$ cat src/hw/dst_pkg.sv
// package: register map, field positions and carrier types of the diagnostic status block
package dst_pkg;
   // byte addresses of the command word (word address = byte address with bit 0 dropped)
   localparam logic [6:0] DIAG_ADDR = 7'h3C;
   localparam logic [6:0] MISC_ADDR = 7'h34;
   // diagnostic status field positions
   localparam int ACC_FAIL_LSB = 13;
   localparam int GYRO_FAIL_LSB = 10;
   localparam int ALM_LSB = 8;
   localparam int UNUSED_BIT = 7;
   localparam int FLASH_CK_BIT = 6;
   localparam int ST_ERR_BIT = 5;
   localparam int OVR_BIT = 4;
   localparam int SPI_FAIL_BIT = 3;
   localparam int FLASH_UPD_BIT = 2;
   localparam int SUP_HI_BIT = 1;
   localparam int SUP_LO_BIT = 0;
   localparam logic [15:0] DIAG_RESET = 16'h0000;
   localparam logic [15:0] STICKY_MASK = 16'hFF7C;
   localparam logic [15:0] LIVE_MASK = 16'h0003;
   // misc control field positions
   localparam int MEM_TEST_BIT = 11;
   localparam int AUTO_ST_BIT = 10;
   localparam int STIM_NEG_BIT = 9;
   localparam int STIM_POS_BIT = 8;
   localparam logic [15:0] MISC_RESET = 16'h0006;
   localparam logic [15:0] MISC_WMASK = 16'h0FC7;
   // self-test result width: accel z,y,x then gyro z,y,x
   localparam int ST_RES_W = 6;

   // condition levels from the monitoring logic
   typedef struct packed {
      logic [1:0] alarm;
      logic overrange;
      logic spi_fail;
      logic flash_upd_fail;
      logic supply_hi;
      logic supply_lo;
   } dst_cond_s;

   // one command word: write flag, byte address, write data
   typedef struct packed {
      logic wr;
      logic [6:0] addr;
      logic [7:0] data;
   } dst_cmd_s;
endpackage

$ cat src/hw/dst_job.sv
// module: request/complete tracker for one test job with result capture
module dst_job #(
   parameter int RES_W = 1
) (
   input wire logic clk_in,
   input wire logic nrst_in,
   input wire logic ce_in,
   input wire logic start_in,
   input wire logic done_in,
   input wire logic [RES_W-1:0] res_in,
   output logic busy_out,
   output logic fin_out,
   output logic [RES_W-1:0] res_out
);
   typedef enum logic [1:0] {
      JOB_IDLE = 2'b01,
      JOB_RUN = 2'b10
   } dst_job_state_e;

   dst_job_state_e state_r;
   dst_job_state_e state_nxt;
   logic [RES_W-1:0] res_r;

   // completion is only taken while a job runs
   assign fin_out = (state_r == JOB_RUN) && done_in && ce_in;
   assign busy_out = (state_r == JOB_RUN);
   assign res_out = res_r;

   // next state: start ignored while running
   always_comb begin
      state_nxt = state_r;
      case (state_r)
         JOB_IDLE: begin
            if (start_in) begin
               state_nxt = JOB_RUN;
            end
         end
         JOB_RUN: begin
            if (done_in) begin
               state_nxt = JOB_IDLE;
            end
         end
         default: begin
            state_nxt = JOB_IDLE;
         end
      endcase
   end

   // state and result registers
   always_ff @(posedge clk_in or negedge nrst_in) begin
      if (!nrst_in) begin
         state_r <= JOB_IDLE;
         res_r <= '0;
      end else if (ce_in) begin
         state_r <= state_nxt;
         if (fin_out) begin
            res_r <= res_in;
         end
      end
   end
endmodule // dst_job

$ cat src/hw/dst_diag_status.sv
// module: diagnostic status flags, misc control and test job launch
module dst_diag_status (
   input wire logic CLK_SYS_IN,
   input wire logic NRST_IN,
   input wire logic CE_IN,
   input wire logic SAMPLE_TICK_IN,
   input wire logic CMD_VALID_IN,
   input wire dst_pkg::dst_cmd_s CMD_IN,
   input wire dst_pkg::dst_cond_s COND_IN,
   input wire logic ST_DONE_IN,
   input wire logic [dst_pkg::ST_RES_W-1:0] ST_RESULT_IN,
   input wire logic MEM_DONE_IN,
   input wire logic MEM_FAIL_IN,
   output logic [15:0] RD_DATA_OUT,
   output logic RD_VALID_OUT,
   output logic [15:0] CTRL_OUT,
   output logic STIM_NEG_OUT,
   output logic STIM_POS_OUT,
   output logic ST_REQ_OUT,
   output logic MEM_REQ_OUT
);
   logic [15:0] diag_r;
   logic [15:0] diag_nxt;
   logic [15:0] misc_r;
   logic [15:0] misc_nxt;
   logic [15:0] rd_data_r;
   logic rd_valid_r;
   logic [15:0] rd_data_nxt;
   logic cmd_rd;
   logic cmd_wr;
   logic hit_diag;
   logic hit_misc;
   logic rd_clr;
   logic wr_misc_lo;
   logic wr_misc_hi;
   logic st_start;
   logic mem_start;
   logic st_fin;
   logic mem_fin;
   logic st_busy;
   logic mem_busy;
   logic [dst_pkg::ST_RES_W-1:0] st_res;
   logic mem_res;
   logic [15:0] cond_vec;
   logic [15:0] ev_vec;
   logic [15:0] set_vec;

   // command decode
   assign cmd_rd = CMD_VALID_IN && !CMD_IN.wr;
   assign cmd_wr = CMD_VALID_IN && CMD_IN.wr;
   assign hit_diag = CMD_IN.addr[6:1] == dst_pkg::DIAG_ADDR[6:1];
   assign hit_misc = CMD_IN.addr[6:1] == dst_pkg::MISC_ADDR[6:1];
   assign rd_clr = cmd_rd && hit_diag && CE_IN;
   assign wr_misc_lo = cmd_wr && hit_misc && !CMD_IN.addr[0];
   assign wr_misc_hi = cmd_wr && hit_misc && CMD_IN.addr[0];
   // read mux, unmapped reads return zero
   assign rd_data_nxt = hit_diag ? diag_r : (hit_misc ? misc_r : 16'h0000);

   // job launch from the self-clearing control bits
   assign st_start = wr_misc_hi && CMD_IN.data[dst_pkg::AUTO_ST_BIT-8];
   assign mem_start = wr_misc_hi && CMD_IN.data[dst_pkg::MEM_TEST_BIT-8];

   // self-test job tracker
   dst_job #(.RES_W(dst_pkg::ST_RES_W)) u_st_job (
      .clk_in(CLK_SYS_IN),
      .nrst_in(NRST_IN),
      .ce_in(CE_IN),
      .start_in(st_start),
      .done_in(ST_DONE_IN),
      .res_in(ST_RESULT_IN),
      .busy_out(st_busy),
      .fin_out(st_fin),
      .res_out(st_res)
   );

   // memory checksum job tracker
   dst_job #(.RES_W(1)) u_mem_job (
      .clk_in(CLK_SYS_IN),
      .nrst_in(NRST_IN),
      .ce_in(CE_IN),
      .start_in(mem_start),
      .done_in(MEM_DONE_IN),
      .res_in(MEM_FAIL_IN),
      .busy_out(mem_busy),
      .fin_out(mem_fin),
      .res_out(mem_res)
   );

   // persisting conditions laid out as status bits, bit 7 constant zero
   assign cond_vec = {st_res, COND_IN.alarm, 1'b0, mem_res, |st_res, COND_IN.overrange,
                      COND_IN.spi_fail, COND_IN.flash_upd_fail, COND_IN.supply_hi,
                      COND_IN.supply_lo};
   // job completions set their flags at once
   assign ev_vec = {(st_fin ? ST_RESULT_IN : 6'h00), 3'h0, mem_fin && MEM_FAIL_IN,
                    st_fin && (|ST_RESULT_IN), 5'h00};
   assign set_vec = (SAMPLE_TICK_IN ? cond_vec : 16'h0000) | ev_vec;

   // per-bit next value: sticky set-over-clear, live supply bits, constant zero
   generate
      for (genvar i = 0; i < 16; i++) begin : g_flag
         if (dst_pkg::LIVE_MASK[i]) begin : g_live
            assign diag_nxt[i] = SAMPLE_TICK_IN ? cond_vec[i] :
                                 (diag_r[i] && !rd_clr);
         end else if (dst_pkg::STICKY_MASK[i]) begin : g_sticky
            assign diag_nxt[i] = (diag_r[i] && !rd_clr) || set_vec[i];
         end else begin : g_zero
            assign diag_nxt[i] = 1'b0;
         end
      end
   endgenerate

   // control register: byte writes, done clears run bits unless rewritten
   always_comb begin
      misc_nxt = misc_r;
      if (st_fin) begin
         misc_nxt[dst_pkg::AUTO_ST_BIT] = 1'b0;
      end
      if (mem_fin) begin
         misc_nxt[dst_pkg::MEM_TEST_BIT] = 1'b0;
      end
      if (wr_misc_lo) begin
         misc_nxt[7:0] = CMD_IN.data & dst_pkg::MISC_WMASK[7:0];
      end
      if (wr_misc_hi) begin
         misc_nxt[15:8] = CMD_IN.data & dst_pkg::MISC_WMASK[15:8];
      end
   end

   // status flags, writes never reach them
   always_ff @(posedge CLK_SYS_IN or negedge NRST_IN) begin
      if (!NRST_IN) begin
         diag_r <= dst_pkg::DIAG_RESET;
      end else if (CE_IN) begin
         diag_r <= diag_nxt;
      end
   end

   // control register and read answer
   always_ff @(posedge CLK_SYS_IN or negedge NRST_IN) begin
      if (!NRST_IN) begin
         misc_r <= dst_pkg::MISC_RESET;
         rd_data_r <= 16'h0000;
         rd_valid_r <= 1'b0;
      end else if (CE_IN) begin
         misc_r <= misc_nxt;
         rd_valid_r <= cmd_rd;
         if (cmd_rd) begin
            rd_data_r <= rd_data_nxt;
         end
      end
   end

   // outputs straight from flops
   assign RD_DATA_OUT = rd_data_r;
   assign RD_VALID_OUT = rd_valid_r;
   assign CTRL_OUT = misc_r;
   assign STIM_NEG_OUT = misc_r[dst_pkg::STIM_NEG_BIT];
   assign STIM_POS_OUT = misc_r[dst_pkg::STIM_POS_BIT];
   assign ST_REQ_OUT = st_busy;
   assign MEM_REQ_OUT = mem_busy;
endmodule // dst_diag_status

$ cat config.mk
export PLATFORM = sky130hd
export DESIGN_NAME = dst_diag_status
export DESIGN_NICKNAME = d
export VERILOG_FILES = /design/src/hw/dst_pkg.sv /design/src/hw/dst_job.sv /design/src/hw/dst_diag_status.sv
export SDC_FILE = /design/constraint.sdc
export NUM_CORES = 1
export LEC_CHECK = 0
export BUFFER_PORTS_ARGS = -buffer_cell sky130_fd_sc_hd__buf_2
export CORE_ASPECT_RATIO = 2
export CORE_UTILIZATION = 40
export CTS_CLUSTER_SIZE = 16
export DETAILED_ROUTE_END_ITERATION = 7
export PLACE_DENSITY = 0.63
export SLEW_MARGIN = 20
export SYNTH_ARGS = -nofsm -noshare
export SYNTH_HDL_FRONTEND = slang
export SYNTH_SLANG_ARGS = --single-unit
$ cat constraint.sdc
create_clock -name CLK_SYS_IN -period 4.1 [get_ports CLK_SYS_IN]
set_input_delay 0.615 -clock CLK_SYS_IN [delete_from_list [all_inputs] [get_ports CLK_SYS_IN]]
set_output_delay 0.615 -clock CLK_SYS_IN [all_outputs]
set_load 0.005 [all_outputs]
==> reports/qor.csv, run 1 <==
metric;value;unit
outcome;complete, no violations;
crit share post-route;0.497;
All-Layer GR Usage;0.174;
final critical-path setup slack;2.06;ns
Relative slew margins;0.476;
class of the tightest hold or removal check;primary input to async pin;
Crit. End Element;flop;
required arrival time at the worst endpoint;4.27;ns
share of synthesized area occupied by flip-flops and latches;0.562;
Skew-Pair Late Insertion Delay;0.29;ns
HPWL after detailed placement;3720;microns
DRC violation total after the first TritonRoute iteration;43;
Fillers;534;
Final Core Density;0.499;
detailed-routing iteration count for the pre-antenna-repair pass;6;
worst-path cell chain;buf_2, nand3b_4, or4_4, a221o_1;
pwr/cell area;393;nW/um^2
x dimension of the die;55.9;microns
detailed-route vias per instance;5.24;
flop2flop setup slack;2.59;ns
commonest non-fill, non-tap cells in the layout;64 x sky130_fd_sc_hd__buf_2, 48 x sky130_fd_sc_hd__dfrtp_1, 20 x sky130_fd_sc_hd__nand2_1, 15 x sky130_fd_sc_hd__o21ai_0, 14 x sky130_fd_sc_hd__mux2_2;
Worst setup SP type;primary input;
Gate Count Post-Synth;198;
Routability Congestion;0.775;
unique cell type count in the Yosys netlist;35;
FF-to-FF path depth;2;
number of buffers inserted by post-CTS setup repair;0;
leading area contributor after synthesis;sky130_fd_sc_hd__dfrtp_1;
worst slew pin tran;0.785;ns
Yosys top cell area share;0.517;
clock tree from TritonCTS;done;
IR Drop Worst-Case VDD;0.310;mV
number of setup violations in the final report;0;
number of remaining DRC errors;0;
diodes inserted;0;
H-tree depth;2;
post-detailed-routing wire length;5010;microns
number of non-filler instances in the completed layout;320;
number of instances in the placed design;312;
number of max-slew violations in the final report;0;
number of port buffers;64;
hold-fix buffer count after cts;0;
Clock Skew;0.00761;ns
core box area;5660;sq um
share of layout cells above drive strength 1;0.378;
setup TNS after final layout;0;ns
initial core utilization;0.411;
area of the die;6140;sq um
leakage dissipation;1.44;nW
FMAX;491;MHz
Warnings, synthesis;0;
number of hold-slack violations in the final timing report;0;
top post-synthesis cells by area;sky130_fd_sc_hd__dfrtp_1 52%, sky130_fd_sc_hd__mux2_2 6.8%, sky130_fd_sc_hd__dfstp_2 4.5%, sky130_fd_sc_hd__mux2i_1 3.9%, sky130_fd_sc_hd__nand2_1 3.2%;
Via Count;1678;
number of routed nets with antenna violations;0;
first-pass GRT wire length;8100;microns
net count reported at finish;295;
area growth from synthesis to layout;21.5;%
root buffer selected by CTS;sky130_fd_sc_hd__clkbuf_16;
Max-cap violations;0;
Post-Syn Area;2320;sq um
maximum number of pins on one net before global-route repair;40;
unrepaired setup endpoints after global routing;no;
Avg Synthesized Cell Area;11.7;sq um
endpoint of the worst register-to-register path;u_st_job.res_out[5];
#FFs+latches synth;52;
antenna violations before repair;0;
crit-path max FO;28;
Final min period;2.04;ns
critical path data arrival time;2.21;ns
R2R Path Start;u_st_job.state_r[0];
number of global-route vias before repair;1640;
peak per-stage delay on the critical path;0.67;ns
CTS resizes;0;
Die Height;110;microns
clock transition at the registers of the reported paths;0.07;ns
most common cell after layout, fill and taps aside;sky130_fd_sc_hd__buf_2;
Slowest-stage cell, CP;sky130_fd_sc_hd__or4_4;
number of buffers created by CTS;5;
number of core rows;39;
Max Root-Sink Buffers;2;
overflow left after global routing;0;
I/O pin count;74;
post-placement setup slack;1.71;ns
mean routed wirelength per cell;15.7;microns
critical path class;primary input to flop;
clock sink count;52;
[cells by family (layout without fill, tap and decap cells)]
kind of cell / count (synthesis) / count (layout) / synth area share
AND/OR/NAND/NOR: 44 / 44 / 0.118
flip-flops: 52 / 52 / 0.562
buffers and inverters: 30 / 85 / 0.0678
AO/OA/AOI/OAI: 48 / 48 / 0.144
other: 1 / 7 / 0.00161
multiplexers: 23 / 23 / 0.107
[cell usage after synthesis]
| cell | count |
|---|---|
| sky130_fd_sc_hd__dfrtp_1 | 48 |
| sky130_fd_sc_hd__nand2_1 | 20 |
| sky130_fd_sc_hd__o21ai_0 | 15 |
| sky130_fd_sc_hd__mux2_2 | 14 |
| sky130_fd_sc_hd__inv_1 | 11 |
| sky130_fd_sc_hd__buf_4 | 9 |
| sky130_fd_sc_hd__mux2i_1 | 9 |
| sky130_fd_sc_hd__a22o_1 | 8 |
| sky130_fd_sc_hd__o31ai_1 | 8 |
| sky130_fd_sc_hd__a22oi_1 | 6 |
| sky130_fd_sc_hd__clkbuf_1 | 6 |
| sky130_fd_sc_hd__nor2b_1 | 5 |
| sky130_fd_sc_hd__dfstp_2 | 4 |
| sky130_fd_sc_hd__a21oi_1 | 3 |
| sky130_fd_sc_hd__buf_2 | 3 |
| sky130_fd_sc_hd__nor2_1 | 3 |
| sky130_fd_sc_hd__nor4_1 | 3 |
| sky130_fd_sc_hd__a221o_1 | 2 |
| sky130_fd_sc_hd__a31oi_1 | 2 |
| sky130_fd_sc_hd__a32o_1 | 2 |
| sky130_fd_sc_hd__nand2b_1 | 2 |
| sky130_fd_sc_hd__nand4b_1 | 2 |
| sky130_fd_sc_hd__a21o_1 | 1 |
| sky130_fd_sc_hd__and2_0 | 1 |
| sky130_fd_sc_hd__and4b_1 | 1 |
| sky130_fd_sc_hd__buf_6 | 1 |
| sky130_fd_sc_hd__conb_1 | 1 |
| sky130_fd_sc_hd__nand3b_4 | 1 |
| sky130_fd_sc_hd__nand4_1 | 1 |
| sky130_fd_sc_hd__nand4b_2 | 1 |
| sky130_fd_sc_hd__nor4_2 | 1 |
| sky130_fd_sc_hd__nor4_4 | 1 |
| sky130_fd_sc_hd__o41ai_1 | 1 |
| sky130_fd_sc_hd__or2_2 | 1 |
| sky130_fd_sc_hd__or4_4 | 1 |
[worst max path at each step]
stage               startpoint        end  slack (ns)  cells after the start
floorplan           CMD_IN[14]  diag_r[6]        2.18                      4
global placement         CE_IN  diag_r[6]        1.74                      4
detailed placement       CE_IN  diag_r[5]        1.71                      4
CTS                      CE_IN  diag_r[6]        2.03                      4
global route             CE_IN  diag_r[6]        1.96                      4
finish                   CE_IN  diag_r[6]        2.06                      4
[per-layer routing]
| layer | vias up | GRT usage | wire length [microns] |
|---|---|---|---|
| met5 | - | 0 | 0 |
| met4 | 0 | 0.0819 | 120 |
| met3 | 9 | 0.0329 | 209 |
| met2 | 48 | 0.312 | 2700 |
| met1 | 807 | 0.200 | 1980 |
| li1 | 814 | - | - |
[through the flow]
stage | hold slack, ns | total power, W | area (sq um)
final | 0.206 | 0.00111 | 2830
after global routing | 0.231 | 0.00115 | 2830
after CTS | 0.218 | 0.00112 | 2830
after detailed placement | 0.462 | 0.000622 | 2640
after global placement | 0.456 | 0.000620 | 2640
after floorplan | 0.319 | 0.000580 | 2350
[layout make-up]
class / instances / area [sq um] / share of cell area
multi-input combinational: 122 / 883 / 0.313
timing repair buffer: 66 / 335 / 0.119
tap: 61 / 76.3 / 0.0270
inverter: 11 / 41.3 / 0.0146
clock buffer: 7 / 153 / 0.0540
clock inverter: 1 / 30.0 / 0.0106
sequential: 52 / 1310 / 0.462
[registers in the layout, indices dropped and copies added, names as in the netlist]
signal             cells
RD_DATA_OUT           16
diag_r                15
CTRL_OUT               9
u_st_job.res_out       6
u_mem_job.state_r      2
u_st_job.state_r       2
RD_VALID_OUT           1
u_mem_job.res_out      1
[worst max-delay path, delay by kind of cell]
kind                   cells  cell delay (ns)
and+or+nand+nor            2             0.98
AOI/OAI and AO/OA          1             0.37
buffers and inverters      1             0.24
[power by group]
part           switching, W  leakage (nW)  internal [W]
registers        0.00000757         0.652      0.000528
logic             0.0000455         0.698     0.0000301
clock network      0.000178        0.0901      0.000321
total              0.000231          1.44      0.000879
Power figures use the tool's default switching activity.
==> inputs of run 2 (changes only) <==
--- a/config.mk
+++ b/config.mk
@@ -5,12 +5,13 @@
 export SDC_FILE = /design/constraint.sdc
 export NUM_CORES = 1
 export LEC_CHECK = 0
+export ABC_AREA = 1
 export BUFFER_PORTS_ARGS = -buffer_cell sky130_fd_sc_hd__buf_2
 export CORE_ASPECT_RATIO = 2
 export CORE_UTILIZATION = 40
 export CTS_CLUSTER_SIZE = 16
 export DETAILED_ROUTE_END_ITERATION = 7
-export PLACE_DENSITY = 0.63
+export PLACE_DENSITY = 0.65
 export SLEW_MARGIN = 20
 export SYNTH_ARGS = -nofsm -noshare
 export SYNTH_HDL_FRONTEND = slang
==> constraint.sdc (replaced) <==
create_clock -name CLK_SYS_IN -period 1.65 [get_ports CLK_SYS_IN]
set_input_delay 0.2475 -clock CLK_SYS_IN [delete_from_list [all_inputs] [get_ports CLK_SYS_IN]]
set_output_delay 0.2475 -clock CLK_SYS_IN [all_outputs]
set_load 0.005 [all_outputs]
==> reports/qor.csv, run 2 <==
metric;value;unit;change
number of core rows;39;;unchanged
detailed-routing iteration count for the pre-antenna-repair pass;6;;unchanged
Switch Pwr;0.000663;W;was 0.000231 W
Gate Count Post-Synth;266;;was 198
outcome;finished, violations left;;was complete, no violations
clock tree from TritonCTS;done;;unchanged
failing checks;DRC;;
Slowest-stage cell, CP;sky130_fd_sc_hd__dfstp_2;;was sky130_fd_sc_hd__or4_4
net count reported at finish;370;;was 295
DRC violation total after the first TritonRoute iteration;49;;was 43
share of synthesized area occupied by flip-flops and latches;0.540;;was 0.562
leakage dissipation;1.65;nW;was 1.44 nW
overflow left after global routing;0;;unchanged
internal power component;0.00209;W;was 0.000879 W
diodes inserted;0;;unchanged
worst-path cell chain;inv_1, nand2_1, inv_1, buf_2;;was buf_2, nand3b_4, or4_4, a221o_1
FF-to-FF path depth;6;;was 2
clock sink count;52;;unchanged
post-detailed-routing wire length;5250;microns;was 5010 microns
class of the tightest hold or removal check;primary input to flop;;was primary input to async pin
number of port buffers;64;;unchanged
ys flop type;sky130_fd_sc_hd__dfrtp_1;;unchanged
peak per-stage delay on the critical path;0.53;ns;was 0.67 ns
commonest non-fill, non-tap cells in the layout;87 x sky130_fd_sc_hd__nand2_1, 64 x sky130_fd_sc_hd__buf_2, 48 x sky130_fd_sc_hd__dfrtp_1, 27 x sky130_fd_sc_hd__inv_1, 26 x sky130_fd_sc_hd__nand3_1;;was 64 x sky130_fd_sc_hd__buf_2, 48 x sky130_fd_sc_hd__dfrtp_1, 20 x sky130_fd_sc_hd__nand2_1, 15 x sky130_fd_sc_hd__o21ai_0, 14 x sky130_fd_sc_hd__mux2_2
Via Count;1959;;was 1,678
Post-Syn Area;2420;sq um;was 2320 sq um
Max-cap violations;0;;unchanged
number of global-route vias before repair;1917;;was 1,640
Switching Share;0.241;;was 0.208
H-tree depth;2;;unchanged
combinational cell fraction of total power;0.109;;was 0.068
placed cell areas;2760;sq um;was 2640 sq um
number of remaining DRC errors;2;;was 0
initial core utilization;0.420;;was 0.411
Skew-Pair Late Insertion Delay;0.29;ns;about the same
part of the total power dissipated in the clock network;0.375;;was 0.450
crit-path max FO;4;;was 28
number of enable-type register cells in the synthesized netlist;0;;unchanged
Routability Congestion;0.809;;was 0.775
most numerous cell types in the synthesized netlist;87 x sky130_fd_sc_hd__nand2_1, 48 x sky130_fd_sc_hd__dfrtp_1, 27 x sky130_fd_sc_hd__inv_1, 26 x sky130_fd_sc_hd__nand3_1, 15 x sky130_fd_sc_hd__o21ai_0;;was 48 x sky130_fd_sc_hd__dfrtp_1, 20 x sky130_fd_sc_hd__nand2_1, 15 x sky130_fd_sc_hd__o21ai_0, 14 x sky130_fd_sc_hd__mux2_2, 11 x sky130_fd_sc_hd__inv_1
required arrival time at the worst endpoint;1.40;ns;was 4.27 ns
number of hold-slack violations in the final timing report;0;;unchanged
Final min period;1.38;ns;
number of max-slew violations in the final report;0;;unchanged
mean routed wirelength per cell;13.3;microns;was 15.7 microns
maximum number of pins on one net before global-route repair;35;;was 40
hold depth;3;;
Max Root-Sink Buffers;2;;unchanged
top post-synthesis cells by area;sky130_fd_sc_hd__dfrtp_1 50%, sky130_fd_sc_hd__nand2_1 14%, sky130_fd_sc_hd__nand3_1 5.4%, sky130_fd_sc_hd__dfstp_2 4.3%, sky130_fd_sc_hd__inv_1 4.2%;;was sky130_fd_sc_hd__dfrtp_1 52%, sky130_fd_sc_hd__mux2_2 6.8%, sky130_fd_sc_hd__dfstp_2 4.5%, sky130_fd_sc_hd__mux2i_1 3.9%, sky130_fd_sc_hd__nand2_1 3.2%
Worst setup SP type;flop;;was primary input
clock transition at the registers of the reported paths;0.06;ns;was 0.07 ns
Flop pwr share;0.515;;was 0.482
Final Instance Area;2920;sq um;was 2830 sq um
#FFs+latches synth;52;;unchanged
share of layout cells above drive strength 1;0.296;;was 0.378
Die Height;112;microns;was 110 microns
number of routed nets with antenna violations;0;;unchanged
critical path data arrival time;1.13;ns;was 2.21 ns
Clock Skew;0.00393;ns;was 0.00761 ns
critical path class;flop to primary output;;was primary input to flop
Crit. End Element;primary output;;was flop
x dimension of the die;57.0;microns;was 55.9 microns
FMAX;726;MHz;
Avg Synthesized Cell Area;9.09;sq um;was 11.7 sq um
unique cell type count in the Yosys netlist;28;;was 35
worst-case hold slack;0.174;ns;was 0.206 ns
CTS resizes;0;;unchanged
pwr/cell area;944;nW/um^2;was 393 nW/um^2
root buffer selected by CTS;sky130_fd_sc_hd__clkbuf_16;;unchanged
detailed-route vias per instance;4.96;;was 5.24
unrepaired setup endpoints after global routing;no;;unchanged
setup TNS after final layout;0;ns;unchanged
most common cell after layout, fill and taps aside;sky130_fd_sc_hd__nand2_1;;was sky130_fd_sc_hd__buf_2
dominant cell type by count on the critical path;sky130_fd_sc_hd__inv_1;;
area of the die;6380;sq um;was 6140 sq um
number of buffers created by CTS;5;;unchanged
area growth from synthesis to layout;20.6;%;was 21.5%
HPWL after detailed placement;4030;microns;was 3720 microns
Yosys top cell area share;0.497;;was 0.517
leading area contributor after synthesis;sky130_fd_sc_hd__dfrtp_1;;unchanged
post-synthesis async set-or-reset flop share;1.00;;unchanged
Warnings, synthesis;0;;unchanged
All-Layer GR Usage;0.176;;was 0.174
core box area;5760;sq um;was 5660 sq um
crit share post-route;0.835;;
IR Drop Worst-Case VDD;0.707;mV;was 0.310 mV
first-pass GRT wire length;8630;microns;was 8100 microns
max reg flops;16;;unchanged
cell with the most instances after synthesis;sky130_fd_sc_hd__nand2_1;;was sky130_fd_sc_hd__dfrtp_1
antenna violations before repair;0;;unchanged
I/O pin count;74;;unchanged
number of setup violations in the final report;0;;unchanged
## run 2: cell count changes after synthesis, sizes merged, moves of 8 or more
cell and change:
nand3 +28, nand2 +69, mux2i -9, mux2 -14, o31ai -8, inv +19
o211ai +9
## run 2: area by class of cell
class                   count  area, sq um
repair buffers             69          373
clock buffers               8          146
inverters                  30          120
multi-input cells         175          893
flip-flops and latches     52         1310
well taps                  61         76.3
fillers                   576         2840
## run 2: repair_timing
item | CTS | global route
endpoints found under the hold margin | 17 | 0
buffers inserted | 0 | 0
hold buffers | 1 | 0
## run 2: through the flow
stage / instances / setup WS (ns) / power (W) / utilization
floorplan: 272 / 0.502 / 0.00162 / -
global placement: 386 / 0.353 / 0.00174 / 0.479
detailed placement: 386 / 0.332 / 0.00175 / 0.479
CTS: 395 / 0.267 / 0.00279 / 0.506
global route: 395 / 0.224 / 0.00287 / 0.506
finish: 395 / 0.272 / 0.00275 / 0.506
## run 2: critical path: cells and delay by family, from the launching register on
kind          cells  cell delay (ns)
flops             1             0.53
simple gates      1             0.08
buf+inv           3             0.24
## run 2: power groups by stage
stage                     sequential, W  combinational [W]  clock [W]
after global routing            0.00143           0.000344    0.00110
final                           0.00142           0.000301    0.00103
after floorplan                 0.00143           0.000187          0
after detailed placement        0.00144           0.000307          0
after global placement          0.00144           0.000298          0
after CTS                       0.00142           0.000310    0.00106
## run 2: logic make-up (layout without fill, tap and decap cells)
family | count (synthesis) | in the layout | synth area share
compound gates | 35 | 35 | 0.103
buf+inv | 45 | 107 | 0.0994
flops | 52 | 52 | 0.540
other cells | 1 | 7 | 0.00155
simple gates | 133 | 133 | 0.256
## run 2: worst paths after layout
kind | endpoint | startpoint | slack (ns)
worst max-delay path | MEM_REQ_OUT | u_mem_job.state_r[0] | 0.27
worst min-delay path | diag_r[0] | COND_IN[0] | 0.17
worst max register to register | u_mem_job.state_r[0] | u_mem_job.state_r[0] | 0.38
worst min register to register | u_mem_job.state_r[0] | u_mem_job.state_r[0] | 0.46
max in group asynchronous | u_st_job.state_r[0] | NRST_IN | 0.61
min in group asynchronous | RD_DATA_OUT[8] | NRST_IN | 0.44
## run 2: routing by layer
metal  share of wire  up-vias  global-route usage
li1                -      982                   -
met1            0.40      916               0.196
met2            0.54       54               0.317
met3           0.042        7              0.0290
met4           0.015        0              0.0829
met5               0        -                   0
